===== config.mk =====
export PLATFORM = sky130hd
export DESIGN_NAME = nibble_bus_read_target
export DESIGN_NICKNAME = d
export VERILOG_FILES = /design/src/core/nibble_bus_pkg.sv /design/src/core/nibble_bus_read_target.sv
export VERILOG_INCLUDE_DIRS = /design/src /design/src/core
export SDC_FILE = /design/constraint.sdc
export NUM_CORES = 1
export LEC_CHECK = 0
export BUFFER_PORTS_ARGS = -buffer_cell sky130_fd_sc_hd__buf_2
export CAP_MARGIN = 10
export CORE_ASPECT_RATIO = 0.9
export CORE_MARGIN = 3
export CORE_UTILIZATION = 45
export CTS_CLUSTER_SIZE = 8
export DETAILED_ROUTE_END_ITERATION = 7
export SKIP_LAST_GASP = 1
export SYNTH_ARGS = -nofsm -noshare
export SYNTH_HDL_FRONTEND = slang
export SYNTH_SLANG_ARGS = --single-unit
export TNS_END_PERCENT = 10

===== constraint.sdc =====
create_clock -name clk -period 4.47 [get_ports clk]
set_input_delay 0.447 -clock clk [delete_from_list [all_inputs] [get_ports clk]]
set_output_delay 0.447 -clock clk [all_outputs]
set_load 0.02 [all_outputs]

===== src/core/nibble_bus_cfg.svh =====
// Constants for the nibble bus read target: field codes, counts and widths.
// Assumes inclusion by bare name from the package and the target module.
`ifndef NIBBLE_BUS_CFG_SVH
`define NIBBLE_BUS_CFG_SVH

// ---------------------------------------------------------------------------
// Field codes
// ---------------------------------------------------------------------------
`define NB_START_READ   4'hD
`define NB_SIZE_ONE     4'h0
`define NB_WAIT_SYNC    4'h5
`define NB_READY_SYNC   4'h0
`define NB_TURN_ONES    4'hF

// ---------------------------------------------------------------------------
// Counts and widths
// ---------------------------------------------------------------------------
`define NB_ADDR_LAST    3'h6
`define NB_WAIT_MIN     2'h1
`define NB_ADDR_ZERO    28'h000_0000
`define NB_FIFO_DEPTH   4
`define NB_FIFO_WIDTH   8

`endif


===== src/core/nibble_bus_pkg.sv =====
// Types shared by the nibble bus read target, its property checks and its bench.
// Assumes the constants header is on the include path.
`include "nibble_bus_cfg.svh"

package nibble_bus_pkg;

	// -----------------------------------------------------------------------
	// Protocol states, one-hot
	// -----------------------------------------------------------------------
	typedef enum logic [11:0] {
		IDLE     = 12'h001,
		SELECT   = 12'h002,
		ADDRESS  = 12'h004,
		SIZE     = 12'h008,
		TURN_IN  = 12'h010,
		TURN_OWN = 12'h020,
		WAITING  = 12'h040,
		READY    = 12'h080,
		DATA_LO  = 12'h100,
		DATA_HI  = 12'h200,
		TURN_OUT = 12'h400,
		SKIP     = 12'h800
	} proto_state_t;

	// Memory fetch request towards the flash array.
	typedef struct packed {
		logic        valid;
		logic [27:0] address;
	} mem_request_t;

	// Registered drive of the nibble bus.
	typedef struct packed {
		logic [3:0] data;
		logic       enable_n;
	} nibble_drive_t;

endpackage


===== src/core/nibble_bus_read_target.sv =====
// Read-cycle target of a 4-bit multiplexed host bus with a frame strobe,
// plus the small buffer that carries fetched bytes into the reply.
// Assumes clk is the bus clock shared with the host, so bus pins are already
// in this domain, and that the strap identifier is static after reset.
//
// What this block does
// - Information moves as 4-bit fields, some fields lasting several clocks.
// - Start code 1101 with frame strobe low opens a memory read.
// - Over a long strobe, only the final start code before release counts.
// - Select nibble must equal the strap identifier, else the cycle is ignored.
// - Seven address nibbles, most significant first, form a 28-bit address.
// - Size field 0000 asks one byte; only single bytes are supported.
// - Device takes the bus in second turnaround, syncs from the next clock; here it floats in both turnaround clocks and first drives the wait-sync.
// - Wait-sync 0101 for at least two clocks while data is not ready.
// - Ready-sync 0000 announces the low data nibble in the next clock.
// - Low data nibble follows ready-sync, then the high nibble.
// - Only the single-byte case is done; no further bytes follow.
// - After the last nibble the device drives ones, then floats.
// - Fields are sampled on the rising edge of their own clock.
// - Frame strobe low floats outputs and restarts the machine: select on a start code, else idle.
// - Any size other than 0000 resets the machine with no response.
`include "nibble_bus_cfg.svh"

// ---------------------------------------------------------------------------
// Buffer between the memory reply and the bus reply
// ---------------------------------------------------------------------------
module nibble_byte_fifo #(
	parameter int WIDTH = `NB_FIFO_WIDTH,
	parameter int DEPTH = `NB_FIFO_DEPTH
) (
	// Clock and reset
	input  wire logic             clk,
	input  wire logic             reset_n,
	// Filling side
	input  wire logic             inValid,
	input  wire logic [WIDTH-1:0] inData,
	output logic                  inReady,
	// Draining side
	output logic                  outValid,
	output logic [WIDTH-1:0]      outData,
	input  wire logic             outReady
);

	localparam int PTR_W = $clog2(DEPTH);

	logic [WIDTH-1:0] store [DEPTH];
	logic [PTR_W-1:0] writePtr;
	logic [PTR_W-1:0] readPtr;
	logic [PTR_W:0]   count;
	logic             push;
	logic             pop;

	// Full and empty come straight from the occupancy count.
	assign inReady  = (count != (PTR_W+1)'(DEPTH));
	assign outValid = (count != '0);
	assign outData  = store[readPtr];
	assign push     = inValid && inReady;
	assign pop      = outValid && outReady;

	// Storage has no reset; only the count and the pointers guard what is read.
	always_ff @(posedge clk) begin
		if (push) begin
			store[writePtr] <= inData;
		end
	end

	// Pointers wrap at the depth, which must be a power of two.
	always_ff @(posedge clk or negedge reset_n) begin
		if (!reset_n) begin
			writePtr <= '0;
			readPtr  <= '0;
		end else begin
			if (push) begin
				writePtr <= writePtr + 1'b1;
			end
			if (pop) begin
				readPtr <= readPtr + 1'b1;
			end
		end
	end

	// Occupancy tracks simultaneous push and pop.
	always_ff @(posedge clk or negedge reset_n) begin
		if (!reset_n) begin
			count <= '0;
		end else if (push && !pop) begin
			count <= count + 1'b1;
		end else if (pop && !push) begin
			count <= count - 1'b1;
		end
	end

endmodule

// ---------------------------------------------------------------------------
// Read target
// ---------------------------------------------------------------------------
module nibble_bus_read_target (
	// Clock and reset
	input  wire logic                         clk,
	input  wire logic                         reset_n,
	// Host bus, shared clock
	input  wire logic                         frame_strobe_n,
	input  wire logic [3:0]                   nibbleBusIn,
	output logic      [3:0]                   nibbleBusOut,
	output logic                              nibbleBusOe_n,
	// Strap
	input  wire logic [3:0]                   strap_identifier,
	// Memory fetch request, one-cycle pulse
	output nibble_bus_pkg::mem_request_t      memRequest,
	// Memory reply stream
	input  wire logic                         memReplyValid,
	input  wire logic [7:0]                   memReplyData,
	output logic                              memReplyReady
);

	nibble_bus_pkg::proto_state_t  state;
	nibble_bus_pkg::proto_state_t  next_state;
	nibble_bus_pkg::nibble_drive_t drive;
	nibble_bus_pkg::nibble_drive_t next_drive;
	logic [3:0]  strapId;
	logic        strapTaken;
	logic [27:0] address;
	logic [2:0]  addrCount;
	logic [1:0]  waitCount;
	logic [7:0]  dataByte;
	logic        fetchOpen;
	logic [2:0]  staleCount;
	logic        bufValid;
	logic [7:0]  bufData;
	logic        bufReady;
	logic        abortNow;
	logic        takeByte;
	logic        dropStale;

	// Drive the bus for the state the machine is about to enter.
	function automatic nibble_bus_pkg::nibble_drive_t driveFor(
		input nibble_bus_pkg::proto_state_t s,
		input logic [7:0]                   b
	);
		nibble_bus_pkg::nibble_drive_t d;
		d.data     = `NB_TURN_ONES;
		d.enable_n = 1'b0;
		case (s)
			nibble_bus_pkg::WAITING:  d.data = `NB_WAIT_SYNC;
			nibble_bus_pkg::READY:    d.data = `NB_READY_SYNC;
			nibble_bus_pkg::DATA_LO:  d.data = b[3:0];
			nibble_bus_pkg::DATA_HI:  d.data = b[7:4];
			nibble_bus_pkg::TURN_OUT: d.data = `NB_TURN_ONES;
			default:                  d.enable_n = 1'b1;
		endcase
		return d;
	endfunction

	// -----------------------------------------------------------------------
	// Strap capture
	// -----------------------------------------------------------------------

	// The strap is caught on the first edge after reset release, never by
	// the asynchronous reset itself.
	always_ff @(posedge clk or negedge reset_n) begin
		if (!reset_n) begin
			strapId    <= 4'h0;
			strapTaken <= 1'b0;
		end else if (!strapTaken) begin
			strapId    <= strap_identifier;
			strapTaken <= 1'b1;
		end
	end

	// -----------------------------------------------------------------------
	// Protocol machine
	// -----------------------------------------------------------------------

	// Strobe low aborts; data leaves the buffer only once older replies are gone.
	assign abortNow  = !frame_strobe_n;
	assign takeByte  = (state == nibble_bus_pkg::WAITING) && (waitCount == `NB_WAIT_MIN)
		&& bufValid && (staleCount == 3'h0);
	assign dropStale = bufValid && (staleCount != 3'h0);
	assign bufReady  = takeByte || dropStale;

	// Next state; the frame strobe overrides every field.
	always_comb begin
		next_state = state;
		if (abortNow) begin
			// Each low clock re-decides, so only the last start code counts.
			if (nibbleBusIn == `NB_START_READ) begin
				next_state = nibble_bus_pkg::SELECT;
			end else begin
				next_state = nibble_bus_pkg::IDLE;
			end
		end else begin
			case (state)
				nibble_bus_pkg::IDLE: next_state = nibble_bus_pkg::IDLE;
				nibble_bus_pkg::SELECT: begin
					if (nibbleBusIn == strapId) begin
						next_state = nibble_bus_pkg::ADDRESS;
					end else begin
						next_state = nibble_bus_pkg::SKIP;
					end
				end
				nibble_bus_pkg::ADDRESS: begin
					if (addrCount == `NB_ADDR_LAST) begin
						next_state = nibble_bus_pkg::SIZE;
					end
				end
				nibble_bus_pkg::SIZE: begin
					if (nibbleBusIn == `NB_SIZE_ONE) begin
						next_state = nibble_bus_pkg::TURN_IN;
					end else begin
						next_state = nibble_bus_pkg::IDLE;
					end
				end
				nibble_bus_pkg::TURN_IN:  next_state = nibble_bus_pkg::TURN_OWN;
				nibble_bus_pkg::TURN_OWN: next_state = nibble_bus_pkg::WAITING;
				nibble_bus_pkg::WAITING: begin
					if (takeByte) begin
						next_state = nibble_bus_pkg::READY;
					end
				end
				nibble_bus_pkg::READY:   next_state = nibble_bus_pkg::DATA_LO;
				nibble_bus_pkg::DATA_LO: next_state = nibble_bus_pkg::DATA_HI;
				nibble_bus_pkg::DATA_HI: next_state = nibble_bus_pkg::TURN_OUT;
				nibble_bus_pkg::TURN_OUT: next_state = nibble_bus_pkg::IDLE;
				nibble_bus_pkg::SKIP:    next_state = nibble_bus_pkg::SKIP;
				default:                 next_state = nibble_bus_pkg::IDLE;
			endcase
		end
	end

	// State register; every field is taken on the edge of its own clock.
	always_ff @(posedge clk or negedge reset_n) begin
		if (!reset_n) begin
			state <= nibble_bus_pkg::IDLE;
		end else begin
			state <= next_state;
		end
	end

	// -----------------------------------------------------------------------
	// Address assembly
	// -----------------------------------------------------------------------

	// Shifting left puts the first nibble at the top of the address.
	always_ff @(posedge clk or negedge reset_n) begin
		if (!reset_n) begin
			address   <= `NB_ADDR_ZERO;
			addrCount <= 3'h0;
		end else if (state == nibble_bus_pkg::SELECT) begin
			addrCount <= 3'h0;
		end else if (state == nibble_bus_pkg::ADDRESS && !abortNow) begin
			address   <= {address[23:0], nibbleBusIn};
			addrCount <= addrCount + 3'h1;
		end
	end

	// -----------------------------------------------------------------------
	// Memory fetch and stale reply accounting
	// -----------------------------------------------------------------------

	// A fetch starts as soon as the size field proves valid, which leaves
	// four clocks from the request to the first possible ready-sync.
	always_ff @(posedge clk or negedge reset_n) begin
		if (!reset_n) begin
			memRequest.valid   <= 1'b0;
			memRequest.address <= `NB_ADDR_ZERO;
		end else begin
			memRequest.valid <= (state == nibble_bus_pkg::SIZE) && !abortNow
				&& (nibbleBusIn == `NB_SIZE_ONE);
			if (state == nibble_bus_pkg::SIZE) begin
				memRequest.address <= address;
			end
		end
	end

	// A fetch is open from its request until its byte is taken or abandoned.
	always_ff @(posedge clk or negedge reset_n) begin
		if (!reset_n) begin
			fetchOpen <= 1'b0;
		end else if (memRequest.valid || takeByte || abortNow) begin
			fetchOpen <= memRequest.valid && !abortNow;
		end
	end

	// An abandoned fetch still returns a byte later; it is counted here and
	// thrown away so that the next read never sees an old value.
	always_ff @(posedge clk or negedge reset_n) begin
		if (!reset_n) begin
			staleCount <= 3'h0;
		end else begin
			case ({abortNow && (fetchOpen || memRequest.valid) && !takeByte, dropStale})
				2'b10:   staleCount <= staleCount + 3'h1;
				2'b01:   staleCount <= staleCount - 3'h1;
				default: staleCount <= staleCount;
			endcase
		end
	end

	// Byte to be sent, held through both data nibbles.
	always_ff @(posedge clk or negedge reset_n) begin
		if (!reset_n) begin
			dataByte <= 8'h00;
		end else if (takeByte) begin
			dataByte <= bufData;
		end
	end

	// Wait-sync clocks counted so that at least two are always sent.
	always_ff @(posedge clk or negedge reset_n) begin
		if (!reset_n) begin
			waitCount <= 2'h0;
		end else if (state != nibble_bus_pkg::WAITING) begin
			waitCount <= 2'h0;
		end else if (waitCount != `NB_WAIT_MIN) begin
			waitCount <= waitCount + 2'h1;
		end
	end

	// -----------------------------------------------------------------------
	// Reply buffer
	// -----------------------------------------------------------------------

	nibble_byte_fifo #(
		.WIDTH (`NB_FIFO_WIDTH),
		.DEPTH (`NB_FIFO_DEPTH)
	) replyBuffer (
		.clk      (clk),
		.reset_n  (reset_n),
		.inValid  (memReplyValid),
		.inData   (memReplyData),
		.inReady  (memReplyReady),
		.outValid (bufValid),
		.outData  (bufData),
		.outReady (bufReady)
	);

	// -----------------------------------------------------------------------
	// Bus drive
	// -----------------------------------------------------------------------

	// Drive follows the state being entered, so the nibble is on the pins
	// for the whole clock of its field; abort floats from the next clock.
	always_comb begin
		if (abortNow) begin
			next_drive.data     = `NB_TURN_ONES;
			next_drive.enable_n = 1'b1;
		end else begin
			next_drive = driveFor(next_state, takeByte ? bufData : dataByte);
		end
	end

	// Drive register; floats from reset onward.
	always_ff @(posedge clk or negedge reset_n) begin
		if (!reset_n) begin
			drive.data     <= `NB_TURN_ONES;
			drive.enable_n <= 1'b1;
		end else begin
			drive <= next_drive;
		end
	end

	assign nibbleBusOut  = drive.data;
	assign nibbleBusOe_n = drive.enable_n;
endmodule


Word-level counts from Yosys, hierarchy flattened
Memories as Yosys holds them, arrays and structs flattened.
Cells that the tools add are included.
{ "op_classes": {"addsub": 8, "n_eq_ne": 24, "muxes": 20, "bitwise_logic": 1, "reduce_logical": 32} }
{ "ops": {"columns": ["operator", "n"], "rows": [
  ["case mux 12 bit (10 select lines)", 1],
  ["2-to-1 mux 12 bit", 4],
  ["equality test 12 x 10 -> 1 bit (second input constant)", 2],
  ["equality test 12 x 7 -> 1 bit (second input constant)", 2],
  ["equality test 12 x 8 -> 1 bit (second input constant)", 2],
  ["equality test 12 x 9 -> 1 bit (second input constant)", 2],
  ["case mux 4 bit (4 select lines)", 1],
  ["logical AND 1 bit", 14],
  ["equality test 12 x 11 -> 1 bit (second input constant)", 1],
  ["equality test 12 bit (second input constant)", 1],
  ["equality test 12 x 2 -> 1 bit (second input constant)", 1],
  ["equality test 12 x 3 -> 1 bit (second input constant)", 1],
  ["equality test 12 x 4 -> 1 bit (second input constant)", 1],
  ["equality test 12 x 5 -> 1 bit (second input constant)", 1],
  ["equality test 12 x 6 -> 1 bit (second input constant)", 1],
  ["2-to-1 mux 3 bit", 4],
  ["!= test 12 x 7 -> 1 bit (second input constant)", 1],
  ["2-to-1 mux 5 bit", 2],
  ["adder 3 x 1 -> 3 bit (second input constant)", 3],
  ["2-to-1 mux 8 bit", 1],
  ["nonzero test 2 bit", 4],
  ["adder 2 x 1 -> 2 bit (second input constant)", 3],
  ["2-to-1 mux 2 bit", 3],
  ["case mux 3 bit (2 select lines)", 1],
  ["other kinds (17)", 28]
]} }
{ "totals": {"register_bits": 103, "ramBits": 32, "in_bits": 20, "out_inout_bits": 35, "wordCells": 102, "memories": 1} }
{ "memory_table": {"columns": ["name", "depth", "width", "rd", "rd_ports_with_merged_regs", "wr", "line", "source"], "rows": [
  ["replyBuffer.store", 4, 8, 1, 0, 1, "nibble_bus_read_target.sv:46", "logic [WIDTH-1:0] store [DEPTH];"]
]} }

Logic depth before layout (Yosys ltp)
Gate-level depths: netlist (run 1).
{ "depth": {"depth_word": 11, "mapped_depth": 13, "depth_no_buf": 12} }

Hierarchy
From an unflattened synthesis (run 1), not the netlist that was laid out.
{ "unflattened": {"hier_cells": 439, "hier_area_um2": 5665.4} }
{ "by_module_without_submodules": {"columns": ["module", "instances", "cells_per_inst", "area_per_inst_um2", "seq_area_each_um2"], "rows": [
  ["nibble_bus_read_target", 1, 362, 4073.9, 2409.8],
  ["nibble_byte_fifo", 1, 77, 1591.5, 1136.1]
]} }

Worst setup path after synthesis (run 1)
OpenSTA, ideal clock, no wires.
{ "synth_path": {"path_type": "register -> register", "start": "register state[8]", "end": "register staleCount[2]", "setup_time_ps": 79, "arrival_ps": 2680, "required_ps": 4391, "setup_slack_ps": 1711, "stages_incl_launch_ff": 13, "path_buffers": 2, "cell_sequence": "dfrtp_1 -> buf_6 -> or4_4 -> nor3_2 -> nand3_1 -> buf_2 -> o211ai_1 -> ha_1 -> inv_1 -> fa_1 -> xor2_1 -> nor2_1 -> xor2_1"} }
{ "synth_via": {"elab_chain_cells": 8, "elab_cells_between_ends": 10, "classes_between": "eq/ne: 3; mux: 1; reduce/logical: 6"} }
{ "synth_rtl": {"columns": ["element", "line", "source"], "rows": [
  ["start: declaration", "nibble_bus_read_target.sv:117", "nibble_bus_pkg::proto_state_t state;"],
  ["start signal: assignment", "nibble_bus_read_target.sv:234", "state <= nibble_bus_pkg::IDLE;"],
  ["start signal: assignment", "nibble_bus_read_target.sv:236", "state <= next_state;"],
  ["equality test 12 x 7 -> 1 bit (*)", "nibble_bus_read_target.sv:177", "assign takeByte = (state == nibble_bus_pkg::WAITING) && (waitCount == `NB_WAIT_MIN)"],
  ["logical AND 1 bit (*) (3 in series)", "nibble_bus_read_target.sv:177", null],
  ["zero test 1 bit (*)", "nibble_bus_read_target.sv:291", "case ({abortNow && (fetchOpen || memRequest.valid) && !takeByte, dropStale})"],
  ["logical AND 1 bit (*)", "nibble_bus_read_target.sv:291", null],
  ["equality test 2 x 1 -> 1 bit / equality test 2 bit (equally long branches)", "nibble_bus_read_target.sv:291", null],
  ["case mux 3 bit (2 select lines) / nonzero test 2 bit (equally long branches)", null, null],
  ["end signal: assignment", "nibble_bus_read_target.sv:292", "2'b10: staleCount <= staleCount + 3'h1;"],
  ["end signal: assignment", "nibble_bus_read_target.sv:293", "2'b01: staleCount <= staleCount - 3'h1;"],
  ["end signal: assignment", "nibble_bus_read_target.sv:294", "default: staleCount <= staleCount;"],
  ["end: declaration", "nibble_bus_read_target.sv:128", "logic [2:0] staleCount;"]
]} }
Every way passes the cells marked *; elsewhere a longest branch is shown, timed or not.
A chain may end at the register's enable or synchronous reset.

Final worst setup path (run 1)
Ends and elaborated chain as after synthesis.

==> key figures, run 1 <==
Final layout
  • Layout cell share with drive strength beyond 1: 0.209
  • Post-layout nets: 592
  • Multi-input gate area: slightly above 0.002 mm2
  • Fillers: ~1,100
  • Antenna diodes: 0
  • Final Cell Area: 0.00662 mm2
  • P&R area growth vs syn: 15.3%
  • FF+latch area: 0.00355 mm2

CTS
  • CTS Buf Count: 17
  • Hold-fix buffers, CTS: 0
  • Post-CTS Setup Repair Bufs: 0
  • CTS tree: built
  • Clk buf depth: 2
  • H-tree lvl count: 4
  • Clk_lat worst skew: 0.41 ns
  • Clock tree root buffer cell: clkbuf_16
  • Register clock-pin slew on the reported worst setup and hold paths: approximately 0.060 ns
  • TritonCTS Sinks: 135
  • Post-CTS Resized: 0

GRT
  • Largest net degree at the start of global routing: 77
  • GR Util All Layers: 0.168
  • Global-route wire length before repair: 18,800 um
  • Initial antenna violation count: 0
  • Vias in the first global route: 3,768
  • Congestion Overflow GR: 0

STA
  • Slew @ Worst Pin: about 1.1 ns
  • Accumulated negative setup slack: 0 ns
  • Period Utilization, post-route: 0.710
  • PnR worst setup slack: 1.29 ns
  • Max transition margin: 0.262
  • Max Fclk: 315 MHz
  • Endpoints failing setup: 0
  • Min Tclk post-route: between 3 and 4 ns
  • RSZ-0062 raised after global routing: false
  • Hold Vio Cnt, Final: 0
  • Clk_skew: about 0.0081 ns
  • Fin. max-slew vios: 0

Logic synthesis
  • Async SR Flop Fraction: 0.763
  • Synth Warn #: 0
  • Post-synth cell types: 53
  • Number of synthesized flops with an enable pin: 32
  • Mean area per synthesized cell: around 11 um2
  • Main synth FF type: dfrtp_1
  • Post-synthesis sequential area ratio: 0.618
  • Syn Nets: 538
  • Synthesized flop and latch total: between 100 and 150
  • Biggest area consumer among synthesized cells: dfrtp_1
  • Synth top area share: 0.423
  • Cells taking the most area after synthesis: dfrtp_1, edfxtp_1, nand2_1, mux4_2, dfstp_2
  • Mapped Cells: 507
  • Synthesized area: 0.00574 mm2

Worst hold path
  • Hold crit path type: primary input to async pin

Setup path
  • CP max-delay cell: or4_4
  • FF-to-FF setup slack: 1.29 ns
  • Critical Path RT: ~4.8 ns
  • CP endpoint kind: flop
  • Maximum fanout along the worst path: 11
  • Critical path, cell by cell: or4_4 -> nor3_2 -> nand3_1 -> o211ai_1 -> ha_1 -> inv_1 -> fa_1 -> xor2_1 -> nor2_1 -> xor2_1
  • Largest stage delay, worst path: 0.62 ns
  • WS Path Type: flop to flop
  • WP data arrival: ~3.5 ns
  • Critical path startpoint category: flop
  • Most frequent CP cell: xor2_1

Power and ir drop
  • Leak: 3.24 nW
  • Pwr Density: between 400 and 500 mW/mm2
  • Worst vdd ir: 354 uV

Place
  • Post-DP Area: 0.00610 mm2
  • PortBufs: 54
  • Hpwl dp: between 7000 and 8000 um
  • Routability cong.: 0.849
  • Pre-CTS setup slack: 1.28 ns

Flow run
  • Maxcap violations: 0

Run status
  • Status: finished, final reports clean

Die
  • Die Y: 113 um
  • Core area: 0.0123 mm2
  • Row count: 38
  • Starting Density: 0.468
  • Die Footprint: 0.0141 mm2
  • Top-Level Pins: 55
  • DIE WIDTH: 125 um

Route
  • DR iter-0 viols: between 200 and 300
  • WL/cell: 15.1 um
  • Number of nets with antenna violations after routing: 0
  • DR pass1 iterations: 4
  • DR vias: 3,711
  • Total routed wirelength: 11,100 um
  • Number of remaining DRC errors: 0
  • Vias per cell: approximately 5
[sequential cells by signal, summed over array words and instances, names as in the netlist]
name / flops
state: 12
addrCount: 3
strapId: 4
address: 28
replyBuffer.readPtr: 2
memRequest: 29
waitCount: 2
replyBuffer.count: 3
strapTaken: 1
staleCount: 3
replyBuffer.store: 32
dataByte: 8
nibbleBusOe_n: 1
fetchOpen: 1
nibbleBusOut: 4
replyBuffer.writePtr: 2
[critical path, delay by kind of cell (launching register included)]
kind                     cells  cell delay (ns)
buffers and inverters        1             0.06
flip-flops                   1             0.48
XOR/XNOR                     2             0.30
adder cells (fa/ha/maj)      2             0.58
AO/OA/AOI/OAI                1             0.26
AND/OR/NAND/NOR              4             1.42
[placed cells by master, fill, tap and decap left out, types with 3 or more instances in the layout]
master and instances:
clkbuf_16 17, nor2_1 22, xnor2_1 8, nand2_1 177, nand4_1 5, a21oi_1 7, dfrtp_1 97, xor2_1 11
clkinv_2 5, edfxtp_1 32, dfstp_2 6, and4_1 3, mux2_2 14, buf_2 53, nand3_1 5, nor4_1 10
clkbuf_1 5, buf_4 4, ha_1 9, nor3_1 7, inv_1 12, o21ai_0 4, mux4_2 8, and3_1 6
[final cells by class]
type                    instances  area share
inverters                      12     0.00681
flip-flops and latches        135       0.536
clock inverters                 9     0.00870
clock buffers                  23      0.0692
repair buffers                 57      0.0446
well taps                     160      0.0303
multi-input cells             338       0.305
[Yosys cell counts (5+ instances only)]
cell type,n
nor3_1,7
buf_6,6
xor2_1,11
dfstp_2,6
a21oi_1,7
mux4_2,8
inv_1,12
nand3_1,5
dfrtp_1,97
nor4_1,10
mux2_2,14
clkbuf_1,11
nor2_1,22
nand2_1,177
and3_1,6
xnor2_1,8
nand4_1,5
edfxtp_1,32
ha_1,9
[where the power goes]
group | switching, mW | total [mW] | internal, mW
registers | 0.101 | 1.49 | 1.39
logic | 0.224 | 0.444 | 0.220
clock network | 0.490 | 1.21 | 0.718
[per-stage QoR]
step                      hold slack (ns)  utilization  total power, mW  std cells
final                               0.193        0.539             3.14        734
after global routing                0.233        0.539             3.31        734
after CTS                           0.227        0.539             3.19        734
after detailed placement            0.451        0.497             1.97        702
after global placement              0.445        0.497             1.94        702
after floorplan                     0.151            -             1.83        507
[worst paths after layout]
check | cells past startpoint | to | startpoint
worst max-delay path | 10 | staleCount[2]$_DFFE_PN0P_ | state[8]$_DFF_PN0_
worst min-delay path | 1 | staleCount[1]$_DFFE_PN0P_ | reset_n
worst max register to register | 10 | staleCount[2]$_DFFE_PN0P_ | state[8]$_DFF_PN0_
worst min register to register | 2 | memRequest[21]$_DFFE_PN0P_ | memRequest[21]$_DFFE_PN0P_
max in group asynchronous | 2 | state[0]$_DFF_PN1_ | reset_n
min in group clk | 1 | replyBuffer.store[1][4]$_DFFE_PP_ | memReplyData[4]
[per-layer routing]
metal  GRT usage  routed length, um
met1       0.231               5440
met3      0.0448                446
met5           0                  0
met2       0.259               5110
met4      0.0629                109
[cell families (layout without fill, tap and decap cells)]
group	count (synthesis)	in the layout	share of synthesized area
DFF	135	135	0.618
xor gates and xnor gates	19	19	0.0290
and+or+nand+nor	259	259	0.204
adders and majority gates	11	11	0.0266
other	1	1	0.000653
muxes	23	23	0.0606
AOI/OAI and AO/OA	25	25	0.0301
buffers and inverters	34	101	0.0310
No activity file was read; power rests on OpenSTA's default activity.
==> run 2, diff against run 1 <==
- PLACE_DENSITY: not set -> 0.66
- clock period: 4.47 -> 2.9 ns (I/O delays scaled with it)
==> run 2 against run 1 <==
Register-to-register slack got worse by 1.1 ns. Worst hold slack lost 0.11 ns. Fmax up 17%. Sequential power up 54%. Clock power increased by 86%. Die area is the same. Wire length is 2.1% higher. Design area rose by 2.9%.
==> key figures, run 2 (synthesis results as in run 1) <==
Final layout
  • Top Registers: replyBuffer.store (32), memRequest (29), address (28)
  • Most frequent cells in the layout: nand2_1, dfrtp_1, buf_2
  • Layout cell share with drive strength beyond 1: 0.222 (+0.0126)
  • Top reg by flops: replyBuffer.store
  • Non-Filler Instances: 742 (+1.1%)
  • Fillers: 1,047 (-5.2%)
  • Max FFs per register: 32 (unchanged)
  • Antenna diodes: 0 (unchanged)
  • Post-layout nets: 600 (+1.4%)
  • P&R area growth vs syn: 18.6%
  • Commonest non-fill, non-tap cell in the layout: nand2_1

Route
  • DR iter-0 viols: 221 (-20%)
  • WL/cell: 15.3 um (+1.0%)
  • Number of nets with antenna violations after routing: 0 (unchanged)
  • DR vias: 3,796 (+2.3%)
  • DR pass1 iterations: 4 (unchanged)
  • Vias per cell: 5.12 (+1.2%)
  • Number of remaining DRC errors: 0 (unchanged)
  • Total routed wirelength: 11,300 um (+2.1%)

Place
  • Hpwl dp: 7710 um (+1.4%)
  • PortBufs: 54 (unchanged)
  • Pre-CTS setup slack: 0.208 ns (-1.07 ns)
  • Placed cells: 709 (+1.0%)
  • Routability cong.: 0.922 (+8.6%)

Power and ir drop
  • Leak: 3.33 nW (+3.0%)
  • Tot Pwr: 5.24 mW (+67%)
  • Sw Ratio: 0.248 (-0.0117)
  • Sw power: 1.30 mW (+59%)
  • Worst vdd ir: 446 uV (+26%)
  • Clk pwr share: 0.430 (+0.045)
  • Logic pwr share: 0.131 (-0.010)
  • Pwr Density: 769 mW/mm2 (+62%)
  • Sequential share of power: 0.439 (-0.035)
  • Int Pwr: 3.94 mW (+69%)

STA
  • Endpoints failing setup: 0 (unchanged)
  • Fin. max-slew vios: 0 (unchanged)
  • Hold Vio Cnt, Final: 0 (unchanged)
  • Accumulated negative setup slack: 0 ns (unchanged)
  • RSZ-0062 raised after global routing: false
  • Period Utilization, post-route: 0.936 (+0.226)
  • Max transition margin: 0.541 (+0.279)
  • PnR worst setup slack: 0.185 ns (-1.11 ns)
  • Slew @ Worst Pin: 0.688 ns (-0.416 ns)
  • Clk_skew: 0.0176 ns (+0.00952 ns)
  • Hold WS: 0.0868 ns (-0.106 ns)
  • Max Fclk: 368 MHz (+17%)
  • Min Tclk post-route: 2.72 ns (-0.461 ns)

GRT
  • Congestion Overflow GR: 0 (unchanged)
  • Global-route wire length before repair: 19,100 um (+1.6%)
  • Initial antenna violation count: 0 (unchanged)
  • Largest net degree at the start of global routing: 53 (-31%)
  • GR Util All Layers: 0.171 (+0.00232)
  • Vias in the first global route: 3,861 (+2.5%)

Die
  • Core area: 0.0123 mm2 (unchanged)
  • Die Y: 113 um (unchanged)
  • Top-Level Pins: 55 (unchanged)
  • DIE WIDTH: 125 um (unchanged)
  • Row count: 38 (unchanged)
  • Starting Density: 0.468 (unchanged)
  • Die Footprint: 0.0141 mm2 (unchanged)

CTS
  • CTS tree: built
  • TritonCTS Sinks: 135 (unchanged)
  • CTS Buf Count: 17 (unchanged)
  • H-tree lvl count: 4 (unchanged)
  • Clk_lat worst skew: 0.42 ns (about the same)
  • Clock tree root buffer cell: clkbuf_16
  • Register clock-pin slew on the reported worst setup and hold paths: 0.06 ns (about the same)
  • Clk buf depth: 2 (unchanged)

Setup path
  • CP max-delay cell: nor4_1
  • Critical R2R Launch: state[8]$_DFF_PN0_
  • Critical Path RT: 3.20 ns (-1.60 ns)
  • Critical path, cell by cell: buf_4 -> nor4_1 -> nand4b_1 -> o22ai_1 -> inv_1 -> ha_1 -> inv_1 -> fa_1 -> mux2_2
  • WP data arrival: 3.01 ns (-0.50 ns)
  • Most frequent CP cell: inv_1
  • Crit. Startpoint: state[8]$_DFF_PN0_
  • Largest stage delay, worst path: 0.42 ns (-0.20 ns)
  • WS Path Type: flop to flop
  • CP endpoint kind: flop
  • Maximum fanout along the worst path: 8 (-3)
  • Critical path startpoint category: flop

Worst hold path
  • Hold crit path type: primary input to flop
  • Min-Delay Startpoint: memReplyData[4]

Run status
  • Status: finished, final reports clean

Flow run
  • Maxcap violations: 0 (unchanged)
[run 2: cell types whose count changed in the layout (fill, tap and decap cells not counted), sizes merged]
cell / delta
inv: +2
bufinv: +4
clkinv: -2
dlygate4sd3: +1
clkbuf: -3
buf: +7
clkinvlp: -1
[run 2: power groups by stage]
| stage | Clock (mW) | Sequential, mW | Combinational, mW |
|---|---|---|---|
| after detailed placement | 0 | 2.33 | 0.702 |
| final | 2.25 | 2.30 | 0.685 |
| after global routing | 2.38 | 2.33 | 0.775 |
| after CTS | 2.30 | 2.30 | 0.701 |
| after global placement | 0 | 2.33 | 0.654 |
| after floorplan | 0 | 2.24 | 0.575 |
[run 2: routing by layer]
| layer | up-vias | part of all wire | track usage |
|---|---|---|---|
| met2 | 63 | 0.48 | 0.269 |
| met5 | - | 0 | 0 |
| li1 | 1846 | - | - |
| met3 | 9 | 0.028 | 0.0401 |
| met4 | 0 | 0.011 | 0.0686 |
| met1 | 1878 | 0.48 | 0.230 |
[run 2: final cells by class]
cell class | instances | area, um2 | area share
clock buffers | 20 | 447 | 0.0656
clock inverters | 12 | 173 | 0.0254
inverters | 12 | 45.0 | 0.00662
multi-input cells | 338 | 2020 | 0.296
flip-flops and latches | 135 | 3550 | 0.521
well taps | 160 | 200 | 0.0294
repair buffers | 65 | 383 | 0.0562
[run 2: what timing repair did]
action                     4_1_cts  5_1_grt
gates resized for setup          0        0
setup buffers                    0        0
hold buffers                     1        0
setup endpoints to repair        0        0
hold endpoints to repair        51        0
[run 2: metrics by stage]
stage	instance area, um2	utilization
global placement	6180	0.504
global route	6810	0.555
detailed placement	6180	0.504
CTS	6810	0.555
floorplan	5740	-
finish	6810	0.555
[run 2: path summary, 6_finish.rpt]
path                       cells past startpoint  slack, ns                           endpoint
setup reg to reg                               9       0.18   replyBuffer.count[1]$_DFFE_PN0P_
hold reg to reg                                2       0.46         memRequest[25]$_DFFE_PN0P_
max in group asynchronous                      3       1.65            nibbleBusOe_n$_DFF_PN1_
setup / recovery                               9       0.18   replyBuffer.count[1]$_DFFE_PN0P_
min in group asynchronous                      2       0.46         memRequest[16]$_DFFE_PN0P_
hold / removal                                 1       0.09  replyBuffer.store[1][4]$_DFFE_PP_
[run 2: critical path, delay by kind of cell (launching register included)]
family | cells | cell delay [ns]
simple gates | 2 | 0.69
fa+ha+maj | 2 | 0.63
flops | 1 | 0.38
buf+inv | 3 | 0.32
compound gates | 1 | 0.31
mux | 1 | 0.27
==> run 3, diff against run 2 <==
- CORE_UTILIZATION: 45 -> 53
- PLACE_DENSITY: 0.66 -> 0.75
==> run 3 against run 2 <==
Design area down 1.4%. Combinational power up 0.9%. Via count down 0.61%. Fmax down 0.22%. Non-clock buffer count unchanged. Critical path type unchanged. Largest power group unchanged.
==> key figures, run 3 (synthesis results as in run 1) <==
Route
  • DR vias: 3,773 (-0.61%)
  • Number of remaining DRC errors: 0 (unchanged)
  • Wl on met1: 5200 um (-3.9%)
  • DR iter-0 viols: 153 (-31%)
  • Highest routed layer: met4
  • Total routed wirelength: 11,200 um (-1.4%)
  • Vias per cell: 5.31 (+3.7%)
  • DR pass1 iterations: 4 (unchanged)
  • Met2 WL: 5360 um (-2.5%)
  • WL/cell: 15.7 um (+2.9%)
  • Number of nets with antenna violations after routing: 0 (unchanged)
  • Metal3 WL: 530 um (+66%)

Setup path
  • Largest stage delay, worst path: 0.60 ns (+0.18 ns)
  • Critical path, cell by cell: or4_4 -> nor3_2 -> nand3_1 -> o211ai_1 -> ha_1 -> inv_1 -> fa_1 -> xor2_1 -> nor2_1 -> xor2_1
  • WS Path Type: flop to flop
  • Maximum fanout along the worst path: 7 (-1)
  • FF-to-FF End: staleCount[2]$_DFFE_PN0P_
  • Most frequent CP cell: xor2_1
  • FF-to-FF setup slack: 0.18 ns (about the same)
  • Critical R2R Launch: state[8]$_DFF_PN0_
  • Critical Path RT: 3.24 ns (+0.04 ns)
  • CP endpoint kind: flop
  • R2r worst-path depth: 10 (+1)
  • Critical path startpoint category: flop
  • WP data arrival: 3.06 ns (+0.05 ns)
  • Cell family with most CP delay: simple AND/OR/NAND/NOR gates
  • WP buf/inv: 1 (-2)
  • CP max-delay cell: or4_4

Final layout
  • Top Registers: replyBuffer.store (32), memRequest (29), address (28)
  • Layout cell share with drive strength beyond 1: 0.229 (+0.00687)
  • Non-Filler Instances: 711 (-4.2%)
  • Commonest non-fill, non-tap cell in the layout: nand2_1
  • Antenna diodes: 0 (unchanged)
  • Final Cell Area: 0.00671 mm2 (-1.4%)
  • Max FFs per register: 32 (unchanged)
  • Fillers: 798 (-24%)
  • P&R area growth vs syn: 17.0%
  • Post-layout nets: 600 (unchanged)
  • Most frequent cells in the layout: nand2_1, dfrtp_1, buf_2
  • Top reg by flops: replyBuffer.store

GRT
  • Largest net degree at the start of global routing: 85 (+60%)
  • GR Util All Layers: 0.203 (+0.0322)
  • Initial antenna violation count: 0 (unchanged)
  • Congestion Overflow GR: 0 (unchanged)
  • Global-route wire length before repair: 19,200 um (+0.25%)
  • Vias in the first global route: 3,868 (+0.18%)

Die
  • Core area: 0.0104 mm2 (-15%)
  • Die Footprint: 0.0121 mm2 (-14%)
  • Row count: 35 (-7.9%)
  • Die Y: 105 um (-7.4%)
  • DIE WIDTH: 116 um (-7.5%)
  • Top-Level Pins: 55 (unchanged)
  • Starting Density: 0.553 (+0.0851)

Place
  • Placed cells: 679 (-4.2%)
  • PortBufs: 54 (unchanged)
  • Pre-CTS setup slack: 0.131 ns (-0.0769 ns)
  • Post-DP Area: 0.00614 mm2 (-0.71%)
  • Hpwl dp: 7640 um (-0.97%)
  • Routability cong.: 0.899 (-2.5%)

STA
  • Clk_skew: 0.00979 ns (-0.00782 ns)
  • Fin. max-slew vios: 0 (unchanged)
  • Endpoints failing setup: 0 (unchanged)
  • Accumulated negative setup slack: 0 ns (unchanged)
  • RSZ-0062 raised after global routing: false
  • Slew @ Worst Pin: 1.04 ns (+0.352 ns)
  • Max transition margin: 0.306 (-0.235)
  • Hold Vio Cnt, Final: 0 (unchanged)
  • PnR worst setup slack: 0.179 ns (-0.00597 ns)
  • Hold WS: 0.0516 ns (-0.0351 ns)
  • Period Utilization, post-route: 0.938 (+0.00206)
  • Min Tclk post-route: 2.72 ns (+0.00597 ns)
  • Max Fclk: 367 MHz (-0.22%)

CTS
  • CTS tree: built
  • Clk_lat worst skew: 0.41 ns (about the same)
  • Register clock-pin slew on the reported worst setup and hold paths: 0.06 ns (about the same)
  • TritonCTS Sinks: 135 (unchanged)
  • Hold-fix buffers, CTS: 0 (-1)
  • H-tree lvl count: 4 (unchanged)
  • CTS Buf Count: 17 (unchanged)
  • Clk buf depth: 2 (unchanged)
  • Clock tree root buffer cell: clkbuf_16

Worst hold path
  • Hold crit path type: primary input to async pin

Run status
  • Status: finished, final reports clean

Power and ir drop
  • Pwr Density: 751 mW/mm2 (-2.3%)
  • Worst vdd ir: 530 uV (+19%)
  • Leak: 3.30 nW (-0.90%)

Flow run
  • Maxcap violations: 0 (unchanged)
-- run 3: changes by cell type in the layout (fill, tap and decap cells not counted) --
cell,change
inv_6,+3
dlygate4sd3_1,-1
clkbuf_8,-1
clkinv_2,-1
clkinvlp_4,+1
o22ai_1,-1
buf_12,-1
clkinv_4,+2
bufinv_16,-3
o22ai_2,+1
buf_4,+2
clkinv_8,+1
clkbuf_1,-2
-- run 3: report_power, final --
part | switching (mW) | leakage (nW) | internal [mW]
clock network | 0.858 | 0.275 | 1.20
registers | 0.164 | 1.68 | 2.14
logic | 0.343 | 1.35 | 0.348
total | 1.37 | 3.30 | 3.68
-- run 3: metrics by stage --
stage	utilization	power, mW
finish	0.647	5.04
floorplan	-	2.81
detailed placement	0.591	3.03
global placement	0.591	2.98
CTS	0.646	5.08
global route	0.647	5.29
-- run 3: cell type report --
class                      count  area, um2  area share
multi-input combinational    338       2020       0.301
inverter                      12       45.0     0.00671
timing repair buffer          65        368      0.0548
clock buffer                  17        425      0.0634
clock inverter                15        145      0.0216
sequential                   135       3550       0.528
tap                          129        161      0.0240
-- run 3: worst max path at each step --
stage | from | end | slack (ns) | depth (start not counted)
2_1_floorplan | state[8]$_DFF_PN0_ | staleCount[2]$_DFFE_PN0P_ | 0.14 | 12
3_3_place_gp | state[8]$_DFF_PN0_ | replyBuffer.count[1]$_DFFE_PN0P_ | 0.29 | 9
3_5_place_dp | state[8]$_DFF_PN0_ | replyBuffer.count[1]$_DFFE_PN0P_ | 0.13 | 9
4_1_cts | state[8]$_DFF_PN0_ | replyBuffer.count[1]$_DFFE_PN0P_ | 0.11 | 9
5_1_grt | state[8]$_DFF_PN0_ | replyBuffer.count[1]$_DFFE_PN0P_ | 0.02 | 9
6_report | state[8]$_DFF_PN0_ | staleCount[2]$_DFFE_PN0P_ | 0.18 | 10
-- run 3: routing by layer --
metal / up-vias / GRT usage
met2: 91 / 0.305
met5: - / 0
met3: 9 / 0.0585
met4: 0 / 0.0572
li1: 1846 / -
met1: 1827 / 0.290
-- run 3: timing repair --
item                       in CTS  in global routing
buffers inserted                0                  0
gates resized for setup         0                  1
setup endpoints to repair       0                  2
